**src/rtl/wdrs_defs.vh**
```
`ifndef WDRS_DEFS_VH
`define WDRS_DEFS_VH

// ----------------------------------------------------------------
// Register offsets (APB byte addresses)
// ----------------------------------------------------------------
`define WDRS_OFS_STATUS 8'h00
`define WDRS_OFS_PWRCTL 8'h04
`define WDRS_OFS_WDCTL 8'h08

// ----------------------------------------------------------------
// Status register fields
// ----------------------------------------------------------------
`define WDRS_SR_TIMEOUT_BIT 4
`define WDRS_SR_POWERDOWN_BIT 3

// ----------------------------------------------------------------
// Power control register fields
// ----------------------------------------------------------------
`define WDRS_PW_STACK_OVER_BIT 7
`define WDRS_PW_STACK_UNDER_BIT 6
`define WDRS_PW_WDT_RESET_BIT 4
`define WDRS_PW_EXT_RESET_BIT 3
`define WDRS_PW_RESET_INSTR_BIT 2
`define WDRS_PW_POWER_ON_BIT 1
`define WDRS_PW_BROWN_OUT_BIT 0
`define WDRS_PW_RST_VAL 8'h1c
`define WDRS_PW_WMASK 8'hdf

// ----------------------------------------------------------------
// Watchdog control register fields
// ----------------------------------------------------------------
`define WDRS_WC_SWEN_BIT 0
`define WDRS_WC_PSEL_LSB 1
`define WDRS_WC_PSEL_MSB 5
`define WDRS_WC_PSEL_RST 5'h0b
`define WDRS_WC_PSEL_MAX 5'h12

// ----------------------------------------------------------------
// Watchdog mode configuration encodings
// ----------------------------------------------------------------
`define WDRS_MODE_ALWAYS 2'h3
`define WDRS_MODE_SLEEP_OFF 2'h2
`define WDRS_MODE_SOFTWARE 2'h1
`define WDRS_MODE_OFF 2'h0

// ----------------------------------------------------------------
// Timing and vectors
// ----------------------------------------------------------------
`define WDRS_LFOSC_KHZ 31
`define WDRS_BASE_MS 1
`define WDRS_BASE_TICKS (`WDRS_LFOSC_KHZ * `WDRS_BASE_MS)
`define WDRS_PC_W 15
`define WDRS_RESET_VEC 16'h0000
`define WDRS_IRQ_VEC 16'h0004

`endif

```
**src/rtl/wdrs_wdt_cnt.v**
```verilog
`timescale 1ns/10ps
`include "wdrs_defs.vh"

module wdrs_wdt_cnt #(
  parameter CNT_W = 24,
  parameter BASE_TICKS = `WDRS_BASE_TICKS
) (
  input wire clk_sys_in,
  input wire arst_n_in,
  input wire tick_in,
  input wire clear_in,
  input wire [4:0] period_sel_in,
  output reg timeout_out
);

  // ----------------------------------------------------------------
  // Period limit
  // ----------------------------------------------------------------
  reg [CNT_W-1:0] cnt_q;
  wire [4:0] sel_clamp;
  wire [CNT_W-1:0] base_w;
  wire [CNT_W-1:0] limit_w;

  // Periods above the top step clamp to the longest one
  assign sel_clamp = (period_sel_in > `WDRS_WC_PSEL_MAX) ?
                     `WDRS_WC_PSEL_MAX : period_sel_in;
  assign base_w = BASE_TICKS[CNT_W-1:0];
  assign limit_w = base_w << sel_clamp;

  // ----------------------------------------------------------------
  // Tick counter
  // ----------------------------------------------------------------
  // Counts low-frequency ticks, pulses once per expired period
  always @(posedge clk_sys_in or negedge arst_n_in)
  begin
    if (!arst_n_in)
    begin
      cnt_q <= {CNT_W{1'b0}};
      timeout_out <= 1'b0;
    end
    else
    begin
      timeout_out <= 1'b0;
      if (clear_in)
        cnt_q <= {CNT_W{1'b0}};
      else if (tick_in)
      begin
        if (cnt_q == limit_w - {{(CNT_W-1){1'b0}}, 1'b1})
        begin
          cnt_q <= {CNT_W{1'b0}};
          timeout_out <= 1'b1;
        end
        else
          cnt_q <= cnt_q + {{(CNT_W-1){1'b0}}, 1'b1};
      end
    end
  end

endmodule // wdrs_wdt_cnt

```
**src/rtl/wdrs_top.v**
```verilog
// The address map and the APB register port were left to the implementer.
`timescale 1ns/10ps
`include "wdrs_defs.vh"

module wdrs_top #(
  parameter PC_W = `WDRS_PC_W,
  parameter BASE_TICKS = `WDRS_BASE_TICKS
) (
  input wire clk_sys_in,
  input wire arst_n_in,
  input wire psel_in,
  input wire penable_in,
  input wire pwrite_in,
  input wire [7:0] paddr_in,
  input wire [31:0] pwdata_in,
  output reg [31:0] prdata_out,
  output reg pready_out,
  output reg pslverr_out,
  input wire [1:0] watchdog_mode_cfg_in,
  input wire stack_reset_enable_in,
  input wire low_freq_int_osc_in,
  input wire ext_reset_pin_n_in,
  input wire brown_out_reset_in,
  input wire osc_fail_in,
  input wire clear_watchdog_instr_in,
  input wire reset_instr_in,
  input wire sleep_enter_in,
  input wire irq_wake_in,
  input wire global_irq_enable_in,
  input wire instr_retired_in,
  input wire stack_over_in,
  input wire stack_under_in,
  input wire [PC_W-1:0] pc_in,
  output reg core_reset_out,
  output reg pc_load_out,
  output reg [PC_W-1:0] pc_value_out,
  output reg irq_push_out,
  output reg asleep_out,
  output reg timeout_flag_out,
  output reg powerdown_flag_out
);

  // ----------------------------------------------------------------
  // States
  // ----------------------------------------------------------------
  localparam ST_RUN = 3'b001;
  localparam ST_SLEEP = 3'b010;
  localparam ST_VEC = 3'b100;

  // Watchdog enable decode per configured mode
  function wdt_active;
    input [1:0] mode;
    input swen;
    input slp;
    begin
      case (mode)
        `WDRS_MODE_ALWAYS: wdt_active = 1'b1;
        `WDRS_MODE_SLEEP_OFF: wdt_active = ~slp;
        `WDRS_MODE_SOFTWARE: wdt_active = swen;
        default: wdt_active = 1'b0;
      endcase
    end
  endfunction

  // ----------------------------------------------------------------
  // Declarations
  // ----------------------------------------------------------------
  reg [2:0] lf_sync_q;
  reg [2:0] ext_sync_q;
  reg [2:0] brown_sync_q;
  reg cfg_valid_q;
  reg [1:0] mode_q;
  reg stk_rst_en_q;
  reg [2:0] st_q;
  reg [7:0] pwr_q;
  reg [7:0] pwr_d;
  reg timeout_d;
  reg powerdown_d;
  reg sw_enable_q;
  reg [4:0] period_sel_q;
  reg [31:0] rdata_d;
  reg unmapped_d;
  wire lf_tick;
  wire ev_brown;
  wire ev_ext;
  wire ev_wdt_rst;
  wire ev_wdt_wake;
  wire ev_irq_wake;
  wire ev_rinstr;
  wire ev_over;
  wire ev_under;
  wire ev_sleep;
  wire true_rst;
  wire asleep;
  wire wdt_expired;
  wire wdt_clear;
  wire apb_acc;
  wire pready_d;
  wire wr_en;
  wire [15:0] pc_next16;
  wire [15:0] reset_vec;
  wire [15:0] irq_vec;

  // ----------------------------------------------------------------
  // Pin synchronisers
  // ----------------------------------------------------------------
  // Two flops per pin, third flop for edge detect
  always @(posedge clk_sys_in or negedge arst_n_in)
  begin
    if (!arst_n_in)
    begin
      lf_sync_q <= 3'h0;
      ext_sync_q <= 3'h7;
      brown_sync_q <= 3'h0;
    end
    else
    begin
      lf_sync_q <= {lf_sync_q[1:0], low_freq_int_osc_in};
      ext_sync_q <= {ext_sync_q[1:0], ext_reset_pin_n_in};
      brown_sync_q <= {brown_sync_q[1:0], brown_out_reset_in};
    end
  end

  assign lf_tick = lf_sync_q[1] & ~lf_sync_q[2];

  // Configuration word captured once after reset release
  always @(posedge clk_sys_in or negedge arst_n_in)
  begin
    if (!arst_n_in)
    begin
      cfg_valid_q <= 1'b0;
      mode_q <= `WDRS_MODE_OFF;
      stk_rst_en_q <= 1'b0;
    end
    else if (!cfg_valid_q)
    begin
      cfg_valid_q <= 1'b1;
      mode_q <= watchdog_mode_cfg_in;
      stk_rst_en_q <= stack_reset_enable_in;
    end
  end

  // ----------------------------------------------------------------
  // Event decode, highest priority first, except ev_wdt_wake, which ranks below ev_under
  // ----------------------------------------------------------------
  assign asleep = st_q[1];
  assign ev_brown = brown_sync_q[1] & ~brown_sync_q[2];
  assign ev_ext = ~ext_sync_q[1] & ext_sync_q[2];
  // timeout in sleep is a wake
  assign ev_wdt_rst = wdt_expired & ~asleep;
  assign ev_wdt_wake = wdt_expired & asleep;
  assign ev_rinstr = reset_instr_in;
  assign ev_over = stack_over_in & stk_rst_en_q;
  assign ev_under = stack_under_in & stk_rst_en_q;
  assign true_rst = ev_brown | ev_ext | ev_wdt_rst | ev_rinstr |
                    ev_over | ev_under;
  assign ev_irq_wake = irq_wake_in & asleep & ~true_rst & ~ev_wdt_wake;
  // Sleep only from run, so flags and state stay in step
  assign ev_sleep = sleep_enter_in & st_q[0] & ~true_rst;

  // ----------------------------------------------------------------
  // Watchdog counter
  // ----------------------------------------------------------------
  // all clearing conditions
  assign wdt_clear = true_rst | clear_watchdog_instr_in | ev_sleep |
                     ev_wdt_wake | ev_irq_wake | osc_fail_in |
                     ~cfg_valid_q |
                     ~wdt_active(mode_q, sw_enable_q, asleep);

  wdrs_wdt_cnt #(
    .CNT_W(24),
    .BASE_TICKS(BASE_TICKS)
  ) u_cnt (
    .clk_sys_in(clk_sys_in),
    .arst_n_in(arst_n_in),
    .tick_in(lf_tick),
    .clear_in(wdt_clear),
    .period_sel_in(period_sel_q),
    .timeout_out(wdt_expired)
  );

  // ----------------------------------------------------------------
  // APB slave
  // ----------------------------------------------------------------
  assign apb_acc = psel_in & penable_in;
  assign pready_d = apb_acc & ~pready_out;
  assign wr_en = apb_acc & pready_out & pwrite_in;

  // Read mux and address check
  always @*
  begin
    rdata_d = 32'h0;
    unmapped_d = 1'b0;
    case (paddr_in)
      `WDRS_OFS_STATUS:
      begin
        rdata_d[`WDRS_SR_TIMEOUT_BIT] = timeout_flag_out;
        rdata_d[`WDRS_SR_POWERDOWN_BIT] = powerdown_flag_out;
      end
      `WDRS_OFS_PWRCTL: rdata_d[7:0] = pwr_q;
      `WDRS_OFS_WDCTL:
      begin
        rdata_d[`WDRS_WC_SWEN_BIT] = sw_enable_q;
        rdata_d[`WDRS_WC_PSEL_MSB:`WDRS_WC_PSEL_LSB] = period_sel_q;
      end
      default: unmapped_d = 1'b1;
    endcase
  end

  // Two-cycle access: ready one cycle after penable
  always @(posedge clk_sys_in or negedge arst_n_in)
  begin
    if (!arst_n_in)
    begin
      pready_out <= 1'b0;
      pslverr_out <= 1'b0;
      prdata_out <= 32'h0;
    end
    else
    begin
      pready_out <= pready_d;
      pslverr_out <= pready_d & unmapped_d;
      if (pready_d)
        prdata_out <= pwrite_in ? 32'h0 : rdata_d;
    end
  end

  // Watchdog control register
  always @(posedge clk_sys_in or negedge arst_n_in)
  begin
    if (!arst_n_in)
    begin
      sw_enable_q <= 1'b0;
      period_sel_q <= `WDRS_WC_PSEL_RST;
    end
    else if (true_rst)
    begin
      sw_enable_q <= 1'b0;
      period_sel_q <= `WDRS_WC_PSEL_RST;
    end
    else if (wr_en && paddr_in == `WDRS_OFS_WDCTL)
    begin
      sw_enable_q <= pwdata_in[`WDRS_WC_SWEN_BIT];
      period_sel_q <= pwdata_in[`WDRS_WC_PSEL_MSB:`WDRS_WC_PSEL_LSB];
    end
  end

  // ----------------------------------------------------------------
  // Status and cause flags
  // ----------------------------------------------------------------
  // flags record the highest-priority event of the cycle; hardware beats software
  always @*
  begin
    pwr_d = pwr_q;
    timeout_d = timeout_flag_out;
    powerdown_d = powerdown_flag_out;
    if (wr_en && paddr_in == `WDRS_OFS_PWRCTL)
      pwr_d = pwdata_in[7:0] & `WDRS_PW_WMASK;
    if (ev_brown)
    begin
      pwr_d[`WDRS_PW_STACK_OVER_BIT] = 1'b0;
      pwr_d[`WDRS_PW_STACK_UNDER_BIT] = 1'b0;
      pwr_d[`WDRS_PW_EXT_RESET_BIT] = 1'b1;
      pwr_d[`WDRS_PW_RESET_INSTR_BIT] = 1'b1;
      pwr_d[`WDRS_PW_BROWN_OUT_BIT] = 1'b0;
      timeout_d = 1'b1;
      powerdown_d = 1'b1;
    end
    else if (ev_ext)
    begin
      pwr_d[`WDRS_PW_EXT_RESET_BIT] = 1'b0;
      if (asleep)
      begin
        timeout_d = 1'b1;
        powerdown_d = 1'b0;
      end
    end
    else if (ev_wdt_rst)
    begin
      pwr_d[`WDRS_PW_WDT_RESET_BIT] = 1'b0;
      timeout_d = 1'b0;
    end
    else if (ev_rinstr)
      pwr_d[`WDRS_PW_RESET_INSTR_BIT] = 1'b0;
    else if (ev_over)
      pwr_d[`WDRS_PW_STACK_OVER_BIT] = 1'b1;
    else if (ev_under)
      pwr_d[`WDRS_PW_STACK_UNDER_BIT] = 1'b1;
    else if (ev_wdt_wake)
    begin
      timeout_d = 1'b0;
      powerdown_d = 1'b0;
    end
    else if (ev_irq_wake)
    begin
      timeout_d = 1'b1;
      powerdown_d = 1'b0;
    end
    else if (ev_sleep)
    begin
      timeout_d = 1'b1;
      powerdown_d = 1'b0;
    end
    else if (clear_watchdog_instr_in)
    begin
      timeout_d = 1'b1;
      powerdown_d = 1'b1;
    end
  end

  // Flag registers, power-on values
  always @(posedge clk_sys_in or negedge arst_n_in)
  begin
    if (!arst_n_in)
    begin
      pwr_q <= `WDRS_PW_RST_VAL;
      timeout_flag_out <= 1'b1;
      powerdown_flag_out <= 1'b1;
    end
    else
    begin
      pwr_q <= pwr_d;
      timeout_flag_out <= timeout_d;
      powerdown_flag_out <= powerdown_d;
    end
  end

  // ----------------------------------------------------------------
  // Sleep and program counter sequencing
  // ----------------------------------------------------------------
  assign pc_next16 = {{(16-PC_W){1'b0}}, pc_in} + 16'h0001;
  assign reset_vec = `WDRS_RESET_VEC;
  assign irq_vec = `WDRS_IRQ_VEC;

  always @(posedge clk_sys_in or negedge arst_n_in)
  begin
    if (!arst_n_in)
    begin
      st_q <= ST_RUN;
      core_reset_out <= 1'b0;
      pc_load_out <= 1'b0;
      pc_value_out <= {PC_W{1'b0}};
      irq_push_out <= 1'b0;
      asleep_out <= 1'b0;
    end
    else
    begin
      core_reset_out <= 1'b0;
      pc_load_out <= 1'b0;
      irq_push_out <= 1'b0;
      if (true_rst)
      begin
        st_q <= ST_RUN;
        core_reset_out <= 1'b1;
        pc_load_out <= 1'b1;
        pc_value_out <= reset_vec[PC_W-1:0];
        asleep_out <= 1'b0;
      end
      else
      begin
        case (st_q)
          ST_RUN:
            if (ev_sleep)
            begin
              st_q <= ST_SLEEP;
              asleep_out <= 1'b1;
            end
          ST_SLEEP:
            if (ev_wdt_wake || ev_irq_wake)
            begin
              pc_load_out <= 1'b1;
              pc_value_out <= pc_next16[PC_W-1:0];
              asleep_out <= 1'b0;
              if (ev_irq_wake && global_irq_enable_in)
                st_q <= ST_VEC;
              else
                st_q <= ST_RUN;
            end
          ST_VEC:
            if (instr_retired_in)
            begin
              irq_push_out <= 1'b1;
              pc_load_out <= 1'b1;
              pc_value_out <= irq_vec[PC_W-1:0];
              st_q <= ST_RUN;
            end
          default:
            st_q <= ST_RUN;
        endcase
      end
    end
  end

endmodule // wdrs_top

```
**config.mk**
```make
export PLATFORM = sky130hd
export DESIGN_NAME = wdrs_top
export DESIGN_NICKNAME = d
export VERILOG_FILES = /design/src/rtl/wdrs_wdt_cnt.v /design/src/rtl/wdrs_top.v
export VERILOG_INCLUDE_DIRS = /design/src /design/src/rtl
export SDC_FILE = /design/constraint.sdc
export NUM_CORES = 1
export LEC_CHECK = 0
export BUFFER_PORTS_ARGS = -buffer_cell sky130_fd_sc_hd__buf_2
export CAP_MARGIN = 20
export CORE_MARGIN = 2
export CORE_UTILIZATION = 50
export DETAILED_ROUTE_END_ITERATION = 10
export GPL_ROUTABILITY_DRIVEN = 1
export GPL_TIMING_DRIVEN = 0
export HOLD_SLACK_MARGIN = 0.05
export PLACE_DENSITY = 0.76
export SYNTH_ARGS = -nofsm -noshare
export SYNTH_HDL_FRONTEND = slang
export SYNTH_SLANG_ARGS = --single-unit
```
**constraint.sdc**
```tcl
create_clock -name clk_sys_in -period 6.03 [get_ports clk_sys_in]
set_clock_uncertainty 0.15 [all_clocks]
set_input_delay 1.206 -clock clk_sys_in [delete_from_list [all_inputs] [get_ports clk_sys_in]]
set_output_delay 1.206 -clock clk_sys_in [all_outputs]
set_load 0.01 [all_outputs]
```
### Word-level counts from Yosys, hierarchy flattened

Index checks and enable logic that the tools add are counted.

| cells by class | value |
|---|---|
| $add $sub $neg | 3 |
| multiply operators | 0 |
| divide/modulo/power cells | 0 |
| magnitude comparators | 1 |
| equal/unequal tests | 20 |
| shifts and indexed selects | 1 |
| mux-type cells | 77 |
| bitwise operators | 38 |
| reductions and logical operators | 19 |

Operators by type and width:

| operator | count |
|---|---|
| two-way mux 24 bit | 3 |
| two-way mux 1 bit | 48 |
| two-way mux 15 bit | 3 |
| case mux 15 bit (2 select lines) | 1 |
| adder 24 x 1 -> 24 bit, second input constant | 1 |
| == test 24 bit | 1 |
| << shifter 5 x 5 -> 24 bit, first input constant | 1 |
| subtractor 24 x 1 -> 24 bit, second input constant | 1 |
| inequality test 3 bit, second input constant | 7 |
| bitwise AND 1 bit | 17 |
| two-way mux 8 bit | 2 |
| adder 15 x 1 -> 15 bit, second input constant | 1 |
| two-way mux 3 bit | 5 |
| two-way mux 5 bit | 3 |
| two-way mux 2 bit | 6 |
| OR 1 bit | 12 |
| NOT 1 bit | 9 |
| case mux 3 bit (3 select lines) | 1 |
| AND reduction 3 bit | 3 |
| nonzero test 3 bit | 3 |
| == test 8 x 3 -> 1 bit, second input constant | 1 |
| == test 8 x 4 -> 1 bit, second input constant | 1 |
| zero test 8 bit | 1 |
| inequality test 4 bit, second input constant | 2 |
| 20 further kinds | 26 |

| word-level totals | value |
|---|---|
| bits in registers | 109 |
| latch bits | 0 |
| memory bits (writable) | 0 |
| ROM bits | 0 |
| input bits | 75 |
| output and inout bits | 55 |
| word-level logic and storage cells | 184 |
| memories | 0 |

### Depth between registers and ports, before layout

Gate-level depths: netlist of run 1.

| logic depth | value |
|---|---|
| word-level depth | 18 |
| mapped depth | 15 |
| gate-level depth less buffers | 11 |

### Modules after synthesis

Synthesis of run 1 repeated with hierarchy kept, for this count alone.

| unflattened totals | value |
|---|---|
| cells, all modules | 561 |
| area total of the unflattened synthesis | 5,318.9 um2 |

Modules (own cells, without submodules):

| module | instances | cells an instance | area each (um2) | seq. area each (um2) |
|---|---|---|---|---|
| wdrs_top | 1 | 278 | 3,030.4 | 1,516.5 |
| wdrs_wdt_cnt | 1 | 283 | 2,288.4 | 625.6 |

### Worst setup path after synthesis of run 1

Ideal clock, no wire load.

| timing path | value |
|---|---|
| path kind | flip-flop to flip-flop |
| start point | register period_sel_q[4] |
| end point | register u_cnt.cnt_q[5] |
| library setup time | 0.119 ns |
| arrival | 2.990 ns |
| data required time | 5.761 ns |
| setup slack | 2.771 ns |
| stages on the path, launching flop included | 15 |
| buffers on the path | 4 |
| period minus slack after synthesis | 3.259 ns |
| cell sequence | dfrtp_1 buf_6 or2_2 buf_2 or3_1 ha_1 clkbuf_1 a31oi_1 xnor2_1 nand4_1 nor4_1 nand4_2 o21bai_4 buf_6 nor2_1 |

| between the ends | value |
|---|---|
| longest elaborated chain between the ends | 8 |

RTL lines:

| element | line | source |
|---|---|---|
| start: declaration | wdrs_top.v:80 | `reg [4:0] period_sel_q;` |
| start signal: assignment | wdrs_top.v:234 | `` period_sel_q <= `WDRS_WC_PSEL_RST; `` |
| start signal: assignment | wdrs_top.v:239 | `` period_sel_q <= `WDRS_WC_PSEL_RST; `` |
| start signal: assignment | wdrs_top.v:244 | `` period_sel_q <= pwdata_in[`WDRS_WC_PSEL_MSB:`WDRS_WC_PSEL_LSB]; `` |
| > comparator 5 bit (no source line) | -- |  |
| two-way mux 5 bit (*) | wdrs_wdt_cnt.v:25 | `` assign sel_clamp = (period_sel_in > `WDRS_WC_PSEL_MAX) ? `` |
| << shifter 5 x 5 -> 24 bit (*) | wdrs_wdt_cnt.v:28 | `assign limit_w = base_w << sel_clamp;` |
| subtractor 24 x 1 -> 24 bit (*) | wdrs_wdt_cnt.v:48 | `if (cnt_q == limit_w - {{(CNT_W-1){1'b0}}, 1'b1})` |
| == test 24 bit (*) | wdrs_wdt_cnt.v:48 |  |
| two-way mux 24 bit (*) | wdrs_wdt_cnt.v:48 |  |
| two-way mux 24 bit (*) | wdrs_wdt_cnt.v:46 | `else if (tick_in)` |
| two-way mux 24 bit (*) | wdrs_wdt_cnt.v:44 | `if (clear_in)` |
| end signal: assignment | wdrs_wdt_cnt.v:45 | `cnt_q <= {CNT_W{1'b0}};` |
| end signal: assignment | wdrs_wdt_cnt.v:50 | `cnt_q <= {CNT_W{1'b0}};` |
| end signal: assignment | wdrs_wdt_cnt.v:54 | `cnt_q <= cnt_q + {{(CNT_W-1){1'b0}}, 1'b1};` |
| end: declaration | wdrs_wdt_cnt.v:19 | `reg [CNT_W-1:0] cnt_q;` |

Every way passes the cells marked *; elsewhere a longest branch is shown, timed or not. The select of a mux whose other input is x is not followed.
A chain may end at the register's enable or synchronous reset.

### Final worst setup path of run 1

| timing path | value |
|---|---|
| start point | register period_sel_q[1] |
| end point | register u_cnt.cnt_q[23] |

The elaborated chain is that of the path after synthesis.

==> summary by stage, run 1 <==
Run status
The flow ran to the end, and the final reports show no timing, DRC or antenna violations.

Worst setup path
The critical path's largest stage delay is 0.56 ns. The critical path goes through buf_2, buf_1, nor2_1, nand2_1, ha_1, clkbuf_1, inv_1, a311oi_1, xor2_1, a211oi_2, nand4_2, o21bai_4, buf_6, nor2_1. Along the worst path, the maximum fanout reaches 10.

By startpoint and endpoint, the worst setup path is classified as flip-flop to flip-flop. The kind of cell with the highest combined delay along the critical path is buffers and inverters. At the worst endpoint, the arrival time is 4.10 ns. The most numerous cell type found on the critical path is nor2_1. The category of the worst setup path launch point is a flip-flop.

The slowest stage cell on the critical path is dfstp_2. Data on the critical path is required at its endpoint by 6.13 ns. The capturing element type of the critical path is a flip-flop. The number of buffers and inverters on the critical path is 5.

STA
The period utilization is 66.2%. The worst hold slack is 0.203 ns. The transition time of the tightest slew-check pin is 0.792 ns. The number of endpoints with negative hold slack in the final report is 0. Setup repair after global routing left no endpoint under its margin.

The worst path in the final design needs a cycle of 3.99 ns, including I/O delays and setup. The total count of max-transition violations in the final report was 0. Across all setup checks in the final design, the least slack found is 2.04 ns. Setup violations remaining at the end of the flow were counted as 0. The final setup TNS is 0 ns. The relative slew slack is 47.0%. Timing would allow up to 0.251 GHz.

Synth
A synthesized cell averages 8.99 um^2. In the synthesized netlist the async set-or-reset flop fraction comes to 100%. Yosys mapped a number of flops with a built-in enable equal to 0. After synthesis the netlist holds a flip-flop and latch count of 85.

In the synthesized netlist the dominant register cell turns out to be dfrtp_1. Synthesis produced a netlist whose cell count is 550. The biggest area consumer among synthesized cells is dfrtp_1. The synthesized design devotes to its leading area cell type 36.9% of total area. The count of distinct cell types in the synthesized netlist is 61. The synthesized netlist occupies a cell area of 0.00495 mm^2. In the post-synthesis netlist, the biggest area contributors are dfrtp_1 (37%), dfstp_2 (6.4%), xnor2_1 (5.7%), nor2_1 (5.2%), buf_4 (3.6%). Of the synthesized area, sequential elements account for 43.3%. The number of warnings reported in the yosys synthesis log is 0.

Clocking
TritonCTS built the clock tree. The post-cts gate resize count is 0. The clock tree synthesis step divided the H-tree into 3 levels.

The post-CTS repair timing setup buffer count is 0. Clock latency on the worst-skew pair, taken at its later pin, is 0.37 ns. The CTS sink count is 85. Clock tree synthesis inserted a total of 9 buffers. The clock passes through at most 2 buffers.

The number of buffers inserted by hold repair at cts is 0. The clock-pin slew reported for the worst setup and hold paths after clock tree synthesis is 0.09 ns. In this run the clock root is driven by a clkbuf_8.

Cells and area
In the layout the commonest cells are buf_2 (90), dfrtp_1 (73), nor2_1 (68). The post-route netlist has 24.0% of its cells at a drive strength greater than 1. The final-layout fill cell count is 860. The number of antenna diodes in the final layout is 0.

The net count of the finished layout is 744. The commonest non-fill, non-tap cell in the layout is buf_2. The finished layout holds 804 standard cells, fillers aside.

Once layout is done, the placed cells without fillers occupy 0.00584 mm^2. The area growth from synthesis to final layout is 18.0%.

Power and ir drop
The clock network power share is 37.6%. The worst voltage drop across the vdd grid is 0.000136 V. The switching power summed over all nets is 0.292 mW.

In this run the power density over the cells is 192 mW/mm^2. Of the total power, registers draw 53.1%. The switching share of power is 26.0%. The part of the power in combinational logic is 9.4%. The analysis attributes to cell leakage a power of 2.58 nW. The internal power of the cells totals 0.828 mW.

Detailed routing
Once detail routing completed, the nets flagged for antenna violations numbered 0. The iteration-0 DRC count of the detailed router is 240. The detail-routed via count per cell is 5.35.

The routed length per instance is 14.4 um. Wires add up to 11600 um. The number of iterations in the first detailed-routing pass is 4. The DRC violations left is 0. The total number of vias is 4298.

Floorplan
From bottom edge to top edge, the die measures 103 um. From left edge to right edge, the die measures 103 um. After floorplanning, the core was divided into 36 placement rows. The core region is 0.00968 mm^2.

The die covers 0.0107 mm^2. For this configuration, the core starts out at a cell density of 51.1%. 130 I/O pins were placed.

Place
The number of placed instances with taps included is 788. The detailed placement HPWL is 8820 um. Once placement finished, the instance area stood at 0.00564 mm^2. In this run the tool buffered the top-level ports with 81 buffer cells. The congestion estimate from routability-driven global placement came to 0.910.

At the placement stage, the worst setup path has a slack of 2.18 ns.

Global routing
The global route total overflow is 0. The maximum number of pins on one net before global-route repair is 47. The initial antenna violation count is 0.

For this run, the total global-route usage over all layers was measured as 23.0%. The number of global-route vias before repair is 4173. The wire length of the first global-routing pass is 19300 um.

Flow run
The number of maximum-capacitance constraint violations is 0.

Worst hold path
The min-delay analysis places its worst path in the category flip-flop to flip-flop.
==> state kept, by name, summed over array words and instances, names as in the netlist, 2 cells and up <==
name,count
pc_value_out,15
pwr_q,7
mode_q,2
ext_sync_q,3
lf_sync_q,3
u_cnt.cnt_q,24
brown_sync_q,3
period_sel_q,5
st_q,3
prdata_out,8
==> area by class of cell <==
cell class | instances | area (um^2) | share of cell area (%)
Tap cell | 133 | 166 | 2.85
Clock inverter | 7 | 80.1 | 1.37
Inverter | 18 | 67.6 | 1.16
Clock buffer | 9 | 124 | 2.12
Buffer | 53 | 324 | 5.55
Multi-Input combinational cell | 417 | 2500 | 42.8
Sequential cell | 85 | 2140 | 36.7
Timing Repair Buffer | 82 | 435 | 7.46
==> through the flow <==
step | util (%) | total power, mW
after floorplan | - | 0.659
after detailed placement | 58.2 | 0.710
after global placement | 57.9 | 0.704
after global routing | 60.3 | 1.16
after CTS | 60.3 | 1.12
final | 60.3 | 1.12
==> power by group through the flow <==
stage	Combinational (mW)	Sequential, mW	Clock (mW)
floorplan	0.0544	0.605	0
global placement	0.100	0.604	0
detailed placement	0.105	0.605	0
CTS	0.105	0.594	0.426
global route	0.118	0.596	0.447
finish	0.105	0.594	0.421
==> synth_stat cells, drive strengths merged (2+ instances only) <==
cell type	number
o311ai	2
a311oi	2
mux2	4
mux2i	14
a22o	3
nor2b	8
o21bai	2
nor3	16
inv	16
xnor2	32
a221o	2
nand2b	6
dfrtp	73
a21oi	25
xor2	20
buf	40
and2	4
conb	2
o21ai	27
nand3	27
and3	9
nand4	10
a31oi	6
nor2	68
dfstp	12
nor4	6
a222oi	3
clkinv	2
o211ai	7
nand4b	3
a211oi	4
nand2	48
ha	3
o21a	3
or2	3
clkbuf	13
or3	7
nor4b	2
o22ai	3
==> kinds of logic (layout without fill, tap and decap cells) <==
kind of cell,Yosys count,count (layout),synth area share (%)
AOI/OAI and AO/OA,98,98,13.2
xor gates and xnor gates,52,52,9.21
adders and majority gates,3,3,0.759
buffers and inverters,71,169,7.92
DFF,85,85,43.3
muxes,18,18,3.74
other,2,25,0.152
and+or+nand+nor,221,221,21.8
==> worst paths after layout <==
check	slack, ns	end	depth (start not counted)	startpoint
max	2.04	u_cnt.cnt_q[23]$_DFFE_PN0P_	14	period_sel_q[1]$_DFFE_PN1P_
min	0.20	lf_sync_q[1]$_DFF_PN0_	0	lf_sync_q[0]$_DFF_PN0_
max reg2reg	2.04	u_cnt.cnt_q[23]$_DFFE_PN0P_	14	period_sel_q[1]$_DFFE_PN1P_
min reg2reg	0.20	lf_sync_q[1]$_DFF_PN0_	0	lf_sync_q[0]$_DFF_PN0_
max in group asynchronous	4.44	st_q[0]$_DFFE_PN1P_	2	arst_n_in
min in group asynchronous	0.65	cfg_valid_q$_DFF_PN0_	1	arst_n_in
==> per-layer routing <==
layer  routed length, um  track usage (%)  up-vias
li1                    -                -     2104
met2                5420             38.2      143
met3                 690             3.90       25
met4                 281             9.21        0
met1                5180             29.9     2026
met5                   0                0        -
Note: power is estimated with default switching activity, not from simulation.
==> run 2: changes to the inputs <==
Settings changed: CORE_UTILIZATION 50 to 48, PLACE_DENSITY 0.76 to 0.77.
Clock period 6.03 ns to 3.3 ns, I/O delays scaled along.
==> summary by stage, run 2 (same netlist as run 1, synthesis figures left out) <==
Floorplan
The die outline width is 106 um (+2.0%). The placeable core area is 0.0102 mm^2 (+5.2%). The overall die area is 0.0111 mm^2 (+4.0%).

The number of placed I/O pins is 130 (unchanged). The number of rows in the core area was 37 (+2.8%). The y dimension of the die is 106 um (+2.0%). The starting density of the core is 48.6% (-2.5 points).

STA
The total count of max-transition violations in the final report is 0 (unchanged). The fmax is 0.311 GHz (+24%). The worst hold slack came to 0.0897 ns (-0.114 ns). The number of endpoints with negative hold slack in the final report is 0 (unchanged).

The total of endpoints with negative setup slack in the final report is 0 (unchanged). The relative slew slack is 48.8% (+1.8 points). The transition time of the tightest slew-check pin is 0.764 ns (-0.0275 ns). The minimum clock period after layout is 3.22 ns (-0.774 ns).

The period utilization is 97.5% (+31 points). Setup repair after global routing could not meet its margin everywhere.

Flow run
The number of maximum-capacitance constraint violations is 0 (unchanged).

Cells and area
Compared with the post-synthesis result, the final layout area differs by 22.9%. The fraction of final layout cells sized beyond drive strength 1 is 28.3% (+4.3 points). More flip-flops sit in one register than any other, and that register is u_cnt.cnt_q. The register cell area after layout was 0.00214 mm^2 (about the same).

Leaving out fill and tap cells, the most frequent cells in the layout are buf_2 (86), dfrtp_1 (72), nor2_1 (59). The count of nets after finishing is 754 (+1.3%). The flip-flop count of the largest register after layout is 24 (unchanged). The commonest non-fill, non-tap cell in the layout is buf_2. The largest registers in the layout are u_cnt.cnt_q: 24 flops, pc_value_out: 15 flops, prdata_out: 8 flops. The total inserted antenna cells is 0 (unchanged). The area of combinational cells with multiple inputs is 0.00261 mm^2 (+4.2%).

The final-layout fill cell count is 901 (+4.8%).

Detailed routing
The number of iterations in the first detailed-routing pass was 5 (+1). The iteration-0 DRC count of the detailed router is 235 (-2.1%). The total wire length is 12000 um (+3.5%). The DRC violations left was 0 (unchanged). The routed length per instance was 14.7 um (+1.9%).

The total number of vias was 4402 (+2.4%). The remaining antenna violation count is 0 (unchanged). The detail-routed via count per cell is 5.39 (+0.79%).

Worst hold path
In this run the worst hold path is classified as input pin to asynchronous set/reset pin.

Clocking
The number of H-tree levels is 3 (unchanged). The clock-pin slew reported for the worst setup and hold paths after clock tree synthesis came to 0.10 ns (about the same). The clock latency reported for the late side of the worst-skew pair is 0.36 ns (about the same).

The CTS sink count was 85 (unchanged). The number of CTS-inserted buffers is 9 (unchanged). The deepest clock path buffer count is 2 (unchanged). The number of buffers inserted by hold repair at cts is 0 (unchanged). TritonCTS built the clock tree. The library cell used as clock root buffer is clkbuf_8.

Worst setup path
The required time of the worst setup path came to 3.39 ns (-2.74 ns). The worst setup path is of the flip-flop to flip-flop kind. STA classifies the critical path endpoint as a flip-flop. The maximum fanout along the worst path is 8 (-2).

The critical path arrival is 3.31 ns (-0.79 ns). The category of the worst setup path launch point is a flip-flop. The register-to-register setup slack came to 0.08 ns (-1.96 ns). The worst-case reg-to-reg path depth came to 13 (-1). The worst register-to-register path ends at u_cnt.cnt_q[20]$_DFFE_PN0P_. The startpoint of the most critical register-to-register path is period_sel_q[2]$_DFFE_PN0P_.

Run status
The run finished with clean final reports.

Global routing
The wire length of the first global-routing pass is 19800 um (+2.8%). The number of global-route vias before repair is 4246 (+1.7%). The maximum number of pins on one net before global-route repair is 51 (+8.5%).

The initial antenna violation count is 0 (unchanged). The global route total overflow is 0 (unchanged). The total routing usage reported by global routing came to 22.0% (-0.97 points).

Place
The last weighted congestion value of the routability-driven placer is 0.934 (+2.5%). The detailed placement HPWL is 8770 um (-0.64%). The count of buffers inserted at the top-level ports is 81 (unchanged).

Power and ir drop
The power density of the placed cells is 340 mW/mm^2 (+77%). The worst voltage drop across the vdd grid was 0.000210 V (+55%). The overall power of the completed layout is 2.07 mW (+85%).

The leakage power figure is 2.67 nW (+3.5%).
-- run 2: changes by cell type in the layout (fill, tap and decap cells not counted), moves of 3 or more --
cell / previous run / this run
buf_4: 25 / 38
nor2_1: 68 / 59
nor2_2: 0 / 8
buf_2: 90 / 86
buf_6: 3 / 6
-- run 2: how the worst max path moves through the flow --
stage,startpoint,end,slack [ns],depth (start not counted)
final,period_sel_q[2]$_DFFE_PN0P_,u_cnt.cnt_q[20]$_DFFE_PN0P_,0.08,13
after global routing,period_sel_q[4]$_DFFE_PN0P_,u_cnt.cnt_q[3]$_DFFE_PN0P_,-0.05,13
after CTS,period_sel_q[3]$_DFFE_PN1P_,u_cnt.cnt_q[20]$_DFFE_PN0P_,0.01,15
after detailed placement,period_sel_q[1]$_DFFE_PN1P_,u_cnt.cnt_q[14]$_DFFE_PN0P_,-0.58,14
after global placement,period_sel_q[1]$_DFFE_PN1P_,u_cnt.cnt_q[19]$_DFFE_PN0P_,-0.62,14
after floorplan,period_sel_q[4]$_DFFE_PN0P_,u_cnt.cnt_q[5]$_DFFE_PN0P_,0.04,14
-- run 2: metrics by stage --
stage               area (um^2)  setup slack [ns]  cells  util, %  TNS (ns)
floorplan                  5030            0.0411    573        -         0
global placement           5610            -0.618    790     55.1    -14.50
detailed placement         5640            -0.584    791     55.4    -13.58
CTS                        5940            0.0133    808     58.3         0
global route               6080           -0.0491    817     59.7    -0.940
finish                     6080            0.0817    817     59.7         0
-- run 2: power breakdown --
part	internal, mW	total (mW)	switching, mW	leakage (nW)
clock	0.370	0.790	0.420	0.107
combinational	0.0829	0.192	0.109	1.45
sequential	1.07	1.09	0.0146	1.11
total	1.52	2.07	0.544	2.67
-- run 2: repair_timing --
action                                  4_1_cts  5_1_grt
endpoints found under the setup margin       25       25
buffers inserted                              2       12
resized for setup                            19       18
pin swaps                                    10       19
gates cloned                                  2        0
-- run 2: per-layer routing --
layer  wire length [um]  vias to the layer above  GRT usage [%]
li1                   -                     2111              -
met1               5290                     2107           28.9
met2               5780                      163           36.5
met3                713                       21           4.45
met4                204                        0           7.24
met5                  0                        -              0
-- run 2: worst max-delay path, stage by stage (launching register included) --
cell	delay (ns)
dfrtp_2	0.46
or2_4	0.26
or3_4	0.39
ha_4	0.18
buf_8	0.13
a31oi_4	0.19
xnor2_2	0.13
nand4_1	0.12
nor4_2	0.37
nand4_2	0.22
buf_4	0.20
buf_6	0.12
o311ai_2	0.07
a21oi_1	0.10
-- run 2: area by class of cell --
| cell class | instances | area share (%) |
|---|---|---|
| Buffer | 48 | 5.19 |
| Multi-Input combinational cell | 417 | 42.9 |
| Tap cell | 136 | 2.80 |
| Sequential cell | 85 | 35.3 |
| Timing Repair Buffer | 97 | 9.20 |
| Clock buffer | 9 | 2.04 |
| Inverter | 18 | 1.11 |
| Clock inverter | 7 | 1.54 |
